`src/shared/dac_mode_consts.svh`:
```
// constants for the dac mode-control register bank
// included by the register bank module
`ifndef DAC_MODE_CONSTS_SVH
`define DAC_MODE_CONSTS_SVH

`define ADDR_RESET_MUTE_RATE   7'h40
`define ADDR_POWER_FORMAT      7'h41
`define ADDR_PAIR_DISABLE      7'h42
`define ADDR_PHASE_INVERT      7'h43
`define ADDR_SOFT_MUTE         7'h44

`define BIT_DEFAULTS_RESET     7
`define BIT_RESYNC_RESET       6
`define BIT_POWER_SAVE_POLICY  7

// data bit fields of the mode registers
`define FLD_MUTE_SOURCES       5:2
`define FLD_RATE_MODE          1:0
`define FLD_FORMAT             3:0
`define FLD_PAIR_DISABLE       7:4
`define FLD_ROLLOFF            3:0

`define DEF_MUTE_SOURCES       4'h0
`define DEF_RATE_MODE          2'h0
`define DEF_POWER_SAVE_POLICY  1'b0
`define DEF_FORMAT             4'h0
`define DEF_PAIR_DISABLE       4'h0
`define DEF_ROLLOFF            4'h0
`define DEF_PHASE_INVERT       8'h00
`define DEF_SOFT_MUTE          8'h00
`define UNMAPPED_READ          8'h00

// system clocks per sample: below the first bound quad, below second dual
`define RATIO_QUAD_LIMIT       11'd224
`define RATIO_DUAL_LIMIT       11'd448
`define RATIO_COUNT_MAX        11'h7FF

// soft mute steps when the sample count reaches this value, once every eight sample periods
`define RAMP_SAMPLES           3'd7
`define GAIN_FULL              8'hFF
`define GAIN_MUTED             8'h00

`endif

```
`src/shared/dac_mode_pkg.sv`:
```
// types for the dac mode-control register bank
// constants themselves live in dac_mode_consts.svh
package dac_mode_pkg;

    typedef enum logic [1:0] {
        RATE_AUTO   = 2'b00,
        RATE_SINGLE = 2'b01,
        RATE_DUAL   = 2'b10,
        RATE_QUAD   = 2'b11
    } rate_e;

    typedef struct packed {
        logic       write;
        logic       read;
        logic [6:0] addr;
        logic [7:0] data;
    } reg_req_s;

    typedef struct packed {
        logic [3:0] disconnect;
        logic [3:0] powerDown;
        logic [3:0] commonMode;
        logic [3:0] ground;
        logic [3:0] slowRolloff;
    } pair_ctl_s;

endpackage

```
`src/verilog/dac_mode_control_registers.sv`:
```
// mode-control register bank of an eight-channel audio dac
// assumes a serial port decoder on clk issuing one-cycle requests
`timescale 1ns/1ps
`include "dac_mode_consts.svh"

module dac_mode_control_registers (
    input  wire logic                  clk,
    input  wire logic                  reset_n,
    input  wire dac_mode_pkg::reg_req_s regReq,
    input  wire logic                  samplingClockPin,
    input  wire logic                  clockHaltPin,
    input  wire logic                  asyncDetectPin,
    input  wire logic                  firstZeroFlag,
    input  wire logic                  secondZeroFlag,
    output logic [7:0]                 regRdData,
    output logic                       regRdValid,
    output logic                       systemResync,
    output dac_mode_pkg::rate_e        activeRate,
    output logic [3:0]                 audioFormat,
    output dac_mode_pkg::pair_ctl_s    pairCtl,
    output logic [7:0]                 phaseInvert,
    output logic                       analogMute,
    output logic [63:0]                channelGain
);
    import dac_mode_pkg::*;

    // stored fields
    logic [3:0] muteSources;
    rate_e      rateMode;
    logic       powerSavePolicy;
    logic [3:0] formatCode;
    logic [3:0] pairDisable;
    logic [3:0] rolloff;
    logic [7:0] phaseBits;
    logic [7:0] softMute;

    // self-clearing reset bits
    logic       defaultsBit;
    logic       resyncBit;

    // decoded request
    logic       writeHit40;
    logic       writeHit41;
    logic       writeHit42;
    logic       writeHit43;
    logic       writeHit44;
    logic       defaultsAction;
    logic       resyncAction;

    assign writeHit40 = regReq.write && regReq.addr == `ADDR_RESET_MUTE_RATE;
    assign writeHit41 = regReq.write && regReq.addr == `ADDR_POWER_FORMAT;
    assign writeHit42 = regReq.write && regReq.addr == `ADDR_PAIR_DISABLE;
    assign writeHit43 = regReq.write && regReq.addr == `ADDR_PHASE_INVERT;
    assign writeHit44 = regReq.write && regReq.addr == `ADDR_SOFT_MUTE;
    assign defaultsAction = writeHit40 && !regReq.data[`BIT_DEFAULTS_RESET];
    assign resyncAction   = writeHit40 && !regReq.data[`BIT_RESYNC_RESET];

    // reset bits drop for exactly one cycle, then read 1 again
    always_ff @(posedge clk or negedge reset_n) begin
        if (!reset_n) begin
            defaultsBit <= 1'b1;
        end else begin
            defaultsBit <= !defaultsAction;
        end
    end

    always_ff @(posedge clk or negedge reset_n) begin
        if (!reset_n) begin
            resyncBit <= 1'b1;
        end else begin
            resyncBit <= !resyncAction;
        end
    end

    // register 0x40 fields
    always_ff @(posedge clk or negedge reset_n) begin
        if (!reset_n) begin
            muteSources <= `DEF_MUTE_SOURCES;
            rateMode    <= rate_e'(`DEF_RATE_MODE);
        end else if (defaultsAction) begin
            muteSources <= `DEF_MUTE_SOURCES;
            rateMode    <= rate_e'(`DEF_RATE_MODE);
        end else if (writeHit40) begin
            muteSources <= regReq.data[`FLD_MUTE_SOURCES];
            rateMode    <= rate_e'(regReq.data[`FLD_RATE_MODE]);
        end
    end

    // register 0x41 fields, reserved bits dropped
    always_ff @(posedge clk or negedge reset_n) begin
        if (!reset_n) begin
            powerSavePolicy <= `DEF_POWER_SAVE_POLICY;
            formatCode      <= `DEF_FORMAT;
        end else if (defaultsAction) begin
            powerSavePolicy <= `DEF_POWER_SAVE_POLICY;
            formatCode      <= `DEF_FORMAT;
        end else if (writeHit41) begin
            powerSavePolicy <= regReq.data[`BIT_POWER_SAVE_POLICY];
            formatCode      <= regReq.data[`FLD_FORMAT];
        end
    end

    // register 0x42 fields
    always_ff @(posedge clk or negedge reset_n) begin
        if (!reset_n) begin
            pairDisable <= `DEF_PAIR_DISABLE;
            rolloff     <= `DEF_ROLLOFF;
        end else if (defaultsAction) begin
            pairDisable <= `DEF_PAIR_DISABLE;
            rolloff     <= `DEF_ROLLOFF;
        end else if (writeHit42) begin
            pairDisable <= regReq.data[`FLD_PAIR_DISABLE];
            rolloff     <= regReq.data[`FLD_ROLLOFF];
        end
    end

    // register 0x43
    always_ff @(posedge clk or negedge reset_n) begin
        if (!reset_n) begin
            phaseBits <= `DEF_PHASE_INVERT;
        end else if (defaultsAction) begin
            phaseBits <= `DEF_PHASE_INVERT;
        end else if (writeHit43) begin
            phaseBits <= regReq.data;
        end
    end

    // register 0x44
    always_ff @(posedge clk or negedge reset_n) begin
        if (!reset_n) begin
            softMute <= `DEF_SOFT_MUTE;
        end else if (defaultsAction) begin
            softMute <= `DEF_SOFT_MUTE;
        end else if (writeHit44) begin
            softMute <= regReq.data;
        end
    end

    // read port, independent of pair disable state
    always_ff @(posedge clk or negedge reset_n) begin
        if (!reset_n) begin
            regRdData  <= `UNMAPPED_READ;
            regRdValid <= 1'b0;
        end else begin
            regRdValid <= regReq.read;
            if (regReq.read) begin
                case (regReq.addr)
                    `ADDR_RESET_MUTE_RATE: begin
                        regRdData <= {defaultsBit, resyncBit,
                                      muteSources, rateMode};
                    end
                    `ADDR_POWER_FORMAT: begin
                        regRdData <= {powerSavePolicy, 3'h0, formatCode};
                    end
                    `ADDR_PAIR_DISABLE: begin
                        regRdData <= {pairDisable, rolloff};
                    end
                    `ADDR_PHASE_INVERT: begin
                        regRdData <= phaseBits;
                    end
                    `ADDR_SOFT_MUTE: begin
                        regRdData <= softMute;
                    end
                    default: begin
                        regRdData <= `UNMAPPED_READ;
                    end
                endcase
            end
        end
    end

    // pin synchronisers
    logic [4:0] pinMeta;
    logic [4:0] pinSync;
    logic       samplePrev;
    logic       sampleEdge;

    always_ff @(posedge clk or negedge reset_n) begin
        if (!reset_n) begin
            pinMeta    <= 5'h00;
            pinSync    <= 5'h00;
            samplePrev <= 1'b0;
        end else begin
            pinMeta    <= {samplingClockPin, clockHaltPin,
                           asyncDetectPin, firstZeroFlag, secondZeroFlag};
            pinSync    <= pinMeta;
            samplePrev <= pinSync[4];
        end
    end

    assign sampleEdge = pinSync[4] && !samplePrev;

    // system clocks per sample period, restarted by resync
    logic [10:0] periodCount;
    rate_e       measuredRate;

    always_ff @(posedge clk or negedge reset_n) begin
        if (!reset_n) begin
            periodCount  <= 11'h000;
            measuredRate <= RATE_SINGLE;
        end else if (resyncAction) begin
            periodCount  <= 11'h000;
        end else if (sampleEdge) begin
            periodCount <= 11'h001;
            if (periodCount < `RATIO_QUAD_LIMIT) begin
                measuredRate <= RATE_QUAD;
            end else if (periodCount < `RATIO_DUAL_LIMIT) begin
                measuredRate <= RATE_DUAL;
            end else begin
                measuredRate <= RATE_SINGLE;
            end
        end else if (periodCount != `RATIO_COUNT_MAX) begin
            periodCount <= periodCount + 11'h001;
        end
    end

    // resync pulse out, no power-down involved
    always_ff @(posedge clk or negedge reset_n) begin
        if (!reset_n) begin
            systemResync <= 1'b0;
        end else begin
            systemResync <= resyncAction;
        end
    end

    // rate applied: manual field or measured ratio
    always_ff @(posedge clk or negedge reset_n) begin
        if (!reset_n) begin
            activeRate <= RATE_SINGLE;
        end else if (rateMode == RATE_AUTO) begin
            activeRate <= measuredRate;
        end else begin
            activeRate <= rateMode;
        end
    end

    // format code out
    always_ff @(posedge clk or negedge reset_n) begin
        if (!reset_n) begin
            audioFormat <= `DEF_FORMAT;
        end else begin
            audioFormat <= formatCode;
        end
    end

    // phase selection out
    always_ff @(posedge clk or negedge reset_n) begin
        if (!reset_n) begin
            phaseInvert <= `DEF_PHASE_INVERT;
        end else begin
            phaseInvert <= phaseBits;
        end
    end

    // disabled pairs split by power-save policy
    logic [3:0] toCommonMode;
    logic [3:0] toGround;

    assign toCommonMode = pairDisable & {4{powerSavePolicy}};
    assign toGround     = pairDisable & {4{!powerSavePolicy}};

    // per-pair disable handling
    always_ff @(posedge clk or negedge reset_n) begin
        if (!reset_n) begin
            pairCtl <= '0;
        end else begin
            pairCtl.disconnect  <= pairDisable;
            pairCtl.commonMode  <= toCommonMode;
            pairCtl.ground      <= toGround;
            pairCtl.powerDown   <= toGround;
            pairCtl.slowRolloff <= rolloff;
        end
    end

    // a source mutes only when its enable bit is set
    logic [3:0] muteCause;

    assign muteCause = muteSources & {|pairDisable, pinSync[1] & pinSync[0],
                                      pinSync[2], pinSync[3]};

    // analog mute from enabled sources
    always_ff @(posedge clk or negedge reset_n) begin
        if (!reset_n) begin
            analogMute <= 1'b0;
        end else begin
            analogMute <= |muteCause;
        end
    end

    // soft mute ramp, one step every eight samples
    logic [2:0] rampCount;
    logic       rampTick;

    always_ff @(posedge clk or negedge reset_n) begin
        if (!reset_n) begin
            rampCount <= 3'h0;
            rampTick  <= 1'b0;
        end else begin
            rampTick <= sampleEdge && rampCount == `RAMP_SAMPLES;
            if (sampleEdge) begin
                rampCount <= rampCount + 3'h1;
            end
        end
    end

    genvar ch;
    generate
        for (ch = 0; ch < 8; ch = ch + 1) begin : gainRamp
            always_ff @(posedge clk or negedge reset_n) begin
                if (!reset_n) begin
                    channelGain[ch*8 +: 8] <= `GAIN_FULL;
                end else if (rampTick) begin
                    if (softMute[ch]) begin
                        if (channelGain[ch*8 +: 8] != `GAIN_MUTED) begin
                            channelGain[ch*8 +: 8] <=
                                channelGain[ch*8 +: 8] - 8'h01;
                        end
                    end else if (channelGain[ch*8 +: 8] != `GAIN_FULL) begin
                        channelGain[ch*8 +: 8] <=
                            channelGain[ch*8 +: 8] + 8'h01;
                    end
                end
            end
        end
    endgenerate

endmodule
```
`config.mk`:
```
export PLATFORM = sky130hd
export DESIGN_NAME = dac_mode_control_registers
export DESIGN_NICKNAME = d
export VERILOG_FILES = /design/src/shared/dac_mode_pkg.sv /design/src/verilog/dac_mode_control_registers.sv
export VERILOG_INCLUDE_DIRS = /design/src /design/src/shared
export SDC_FILE = /design/constraint.sdc
export NUM_CORES = 1
export LEC_CHECK = 0
export BUFFER_PORTS_ARGS = -buffer_cell sky130_fd_sc_hd__buf_2
export CAP_MARGIN = 20
export CORE_MARGIN = 3
export CORE_UTILIZATION = 40
export CTS_CLUSTER_SIZE = 8
export DETAILED_ROUTE_END_ITERATION = 8
export GPL_TIMING_DRIVEN = 0
export PLACE_DENSITY = 0.64
export SLEW_MARGIN = 25
export SYNTH_ARGS = -nofsm -noshare
export SYNTH_HDL_FRONTEND = slang
export SYNTH_SLANG_ARGS = --single-unit
```
`constraint.sdc`:
```
create_clock -name clk -period 5.4 [get_ports clk]
set_input_delay 0.81 -clock clk [delete_from_list [all_inputs] [get_ports clk]]
set_output_delay 0.81 -clock clk [all_outputs]
set_load 0.01 [all_outputs]
```
==> flow_summary.json <==
{
  "synth_xor_area_share_pct": 4.19,
  "r2r_cells": 6,
  "layout-drive-gt1-share_pct": 27.9,
  "setup.worst_path.start_class": "input port",
  "hold_end": "pinSync[0]$_DFF_PN0_",
  "fin_util_pct": 48.5,
  "yosysTopAreaCell": "dfrtp_1",
  "synth-seq-area-share_pct": 46.2,
  "grt_setup_unrepaired": "no",
  "synth_cells": 904,
  "syn_nets": 987,
  "dp_cells": 1348,
  "fill_cells": 2141,
  "timing.rr.start": "softMute[3]$_DFFE_PN0P_",
  "post_drt_via_cell_ratio": 5.28,
  "tns_ns": 0,
  "p_leak_nw": 5.22,
  "grt_first_pass_wirelength_mm": 36.8,
  "ys_ff_latch": 170,
  "max_cap_viol_count": 0,
  "cts_tree": "built",
  "rrSetupSlack_ns": 3.00,
  "grt_use_total_pct": 17.7,
  "worst-endpoint-arrival_ns": 2.72,
  "antenna_found_initial": 1,
  "synth_top_area_share_pct": 27.2,
  "synth_top_family_by_area": "simple AND/OR/NAND/NOR gates",
  "cp_max_fo": 10,
  "synth-adder-area-share_pct": 8.50,
  "max-slew-margin-rel_pct": 53.9,
  "finalHoldViolCount": 0,
  "synth.distinct_cells": 73,
  "r2r_end": "channelGain[31]$_DFFE_PN1P_",
  "cp-end-kind": "flip-flop",
  "grt_max_degree": 87,
  "timing.fmax_mhz": 414,
  "dp_hpwl_mm": 16.2,
  "drtAntennaViolNets": 0,
  "synth-edff-count": 0,
  "die_height_um": 159,
  "wire_per_inst_um": 16.1,
  "cts.clk_slew.worst_paths_ns": 0.07,
  "numCtsBuffers": 17,
  "io_pins": 133,
  "area_delta_synth_final_pct": 18.0,
  "ctsHoldBuffers": 0,
  "rows": 55,
  "cts_sinks": 170,
  "diodes": 0,
  "holdPathStages": 0,
  "synth-compound-area-share_pct": 14.3,
  "dr_total_vias": 7283,
  "clockBufferDepth": 2,
  "port-buffer-count": 130,
  "clk_latency_ns": 0.42,
  "worst_slack_ns": 2.98,
  "pre_cts_ws_ns": 2.59,
  "setup_viol": 0,
  "vdd_drop_max_mv": 0.227,
  "cts_root_buf": "clkbuf_16",
  "critPathKind": "in2reg",
  "synthArstFlopShare_pct": 100,
  "min_path_type": "reg2reg",
  "worst_pin_slew_ns": 0.688,
  "maxSlewViolCount": 0,
  "avgSynthCellArea_um2": 10.4,
  "synth_area_mm2": 0.00940,
  "synthMuxAreaShare_pct": 6.99,
  "initial_core_util_pct": 41.1,
  "drc": 0,
  "placedInstanceArea_mm2": 0.0105,
  "cp_data_required_time_ns": 5.70,
  "coreArea_mm2": 0.0228,
  "dr.pass1.iters": 5,
  "worstHoldStart": "pinMeta[0]$_DFF_PN0_",
  "fin_crit_sh_pct": 44.8,
  "wl_mm": 22.2,
  "grt_overflow": 0,
  "final_area_mm2": 0.0111,
  "finalNonFillerCells": 1380,
  "die_area_mm2": 0.0254,
  "cts_max_level": 4,
  "ys_warn_count": 0,
  "grt_pass1_vias": 6929,
  "power.density_mw_per_mm2": 402,
  "netlist_top_cells_area": "dfrtp_1 (27%), dfstp_2 (19%), ha_1 (6.8%)",
  "fin_nets": 1137,
  "postCtsSetupBuffers": 0,
  "die_w_um": 159,
  "synth-simple-area-share_pct": 16.1,
  "period_minus_slack_ns": 2.42,
  "cts_resized": 0,
  "synth_ff_type": "dfrtp_1",
  "status": "completed",
  "drt-initial-drc-count": 372,
  "finalClockSkew_ns": 0.0115,
  "gp_congestion": 0.832
}
synthesized netlist by cell type, types with 4 or more instances:
cell type,count
mux4_2,5
nor2_1,72
buf_4,4
a2111oi_0,4
dfstp_2,68
nor2b_1,18
fa_1,8
xnor2_1,35
o21ai_0,35
clkbuf_1,11
buf_2,7
a22oi_1,9
nand2_1,87
mux2_2,27
xor2_1,10
a21o_1,23
or4b_2,6
o311ai_0,10
nand3_1,22
o211ai_1,5
nand4_1,14
and2_1,4
and3_1,9
nand2b_1,8
mux2i_1,24
inv_1,42
nor3_1,27
a221oi_1,9
ha_1,51
or4_1,6
nor4_1,5
a21oi_1,62
o21a_1,13
dfrtp_1,102
worst max path at each step:
stage,to,slack (ns),startpoint
after floorplan,measuredRate[1]$_DFFE_PN0P_,3.12,regReq[13]
after CTS,channelGain[31]$_DFFE_PN1P_,2.98,softMute[3]$_DFFE_PN0P_
final,phaseBits[2]$_DFFE_PN0P_,2.98,regReq[13]
after global placement,regRdData[1]$_DFFE_PN0P_,0.75,reset_n
after detailed placement,phaseBits[2]$_DFFE_PN0P_,2.59,regReq[13]
after global routing,channelGain[7]$_DFFE_PN1P_,2.80,softMute[0]$_DFFE_PN0P_
kinds of logic (layout without fill, tap and decap cells):
kind of cell / after synthesis / in the layout
AND/OR/NAND/NOR: 300 / 300
flip-flops: 170 / 170
AO/OA/AOI/OAI: 202 / 202
XOR/XNOR: 45 / 45
adder cells (fa/ha/maj): 59 / 59
buffers and inverters: 72 / 235
multiplexers: 56 / 56
per-stage QoR:
stage / power (mW) / hold WS (ns)
after floorplan: 2.76 / 0.331
after global placement: 3.16 / 0.334
after detailed placement: 3.20 / 0.335
after CTS: 4.51 / 0.349
after global routing: 4.78 / 0.370
final: 4.46 / 0.347
area by class of cell:
| class | instances | area, um^2 | share of cell area [%] |
|---|---|---|---|
| clock inverters | 15 | 188 | 1.69 |
| well taps | 313 | 392 | 3.53 |
| clock buffers | 17 | 425 | 3.84 |
| multi-input cells | 662 | 4710 | 42.5 |
| repair buffers | 131 | 688 | 6.21 |
| plain buffers | 29 | 185 | 1.67 |
| flip-flops and latches | 170 | 4340 | 39.1 |
| inverters | 43 | 161 | 1.46 |
routing by layer:
layer | vias to the layer above | track usage [%] | share of wire [%]
li1 | 3582 | - | -
met1 | 3513 | 25.1 | 47
met2 | 172 | 28.2 | 47
met3 | 14 | 3.72 | 4.8
met4 | 2 | 4.06 | 0.80
met5 | - | 0 | 0.058
report_power, final:
part / switching, mW / leakage, nW / internal [mW]
logic: 0.700 / 2.90 / 0.598
registers: 0.282 / 2.02 / 1.60
clock network: 0.543 / 0.302 / 0.740
total: 1.52 / 5.22 / 2.93
flip-flops by register name, indices dropped and copies added (netlist names), 2 cells and up:
| signal | flops |
|---|---|
| measuredRate | 2 |
| rateMode | 2 |
| softMute | 8 |
| rampCount | 3 |
| formatCode | 4 |
| muteSources | 4 |
| audioFormat | 4 |
| regRdData | 8 |
| activeRate | 2 |
| pinSync | 5 |
| periodCount | 11 |
| pairDisable | 4 |
| pinMeta | 5 |
| phaseBits | 8 |
| pairCtl | 16 |
| rolloff | 4 |
| phaseInvert | 8 |
| channelGain | 64 |
worst max-delay path, stage by stage:
cell	delay (ns)
buf_2	0.11
nor4b_4	0.57
nand3_4	0.19
nor3_2	0.60
buf_2	0.35
nor2_1	0.08
cells in the final DEF (no fill, tap or decap), types with 13 or more instances in the layout:
master / instances
a21oi_1: 62
clkbuf_16: 17
buf_2: 136
nor2_1: 72
dfstp_2: 68
nand3_1: 22
o21a_1: 13
a21o_1: 23
ha_1: 51
xnor2_1: 35
dfrtp_1: 102
nand4_1: 14
o21ai_0: 35
mux2_2: 27
nor2b_1: 18
nor3_1: 27
mux2i_1: 24
nand2_1: 87
inv_1: 42
No activity file was read; power rests on OpenSTA's default activity.
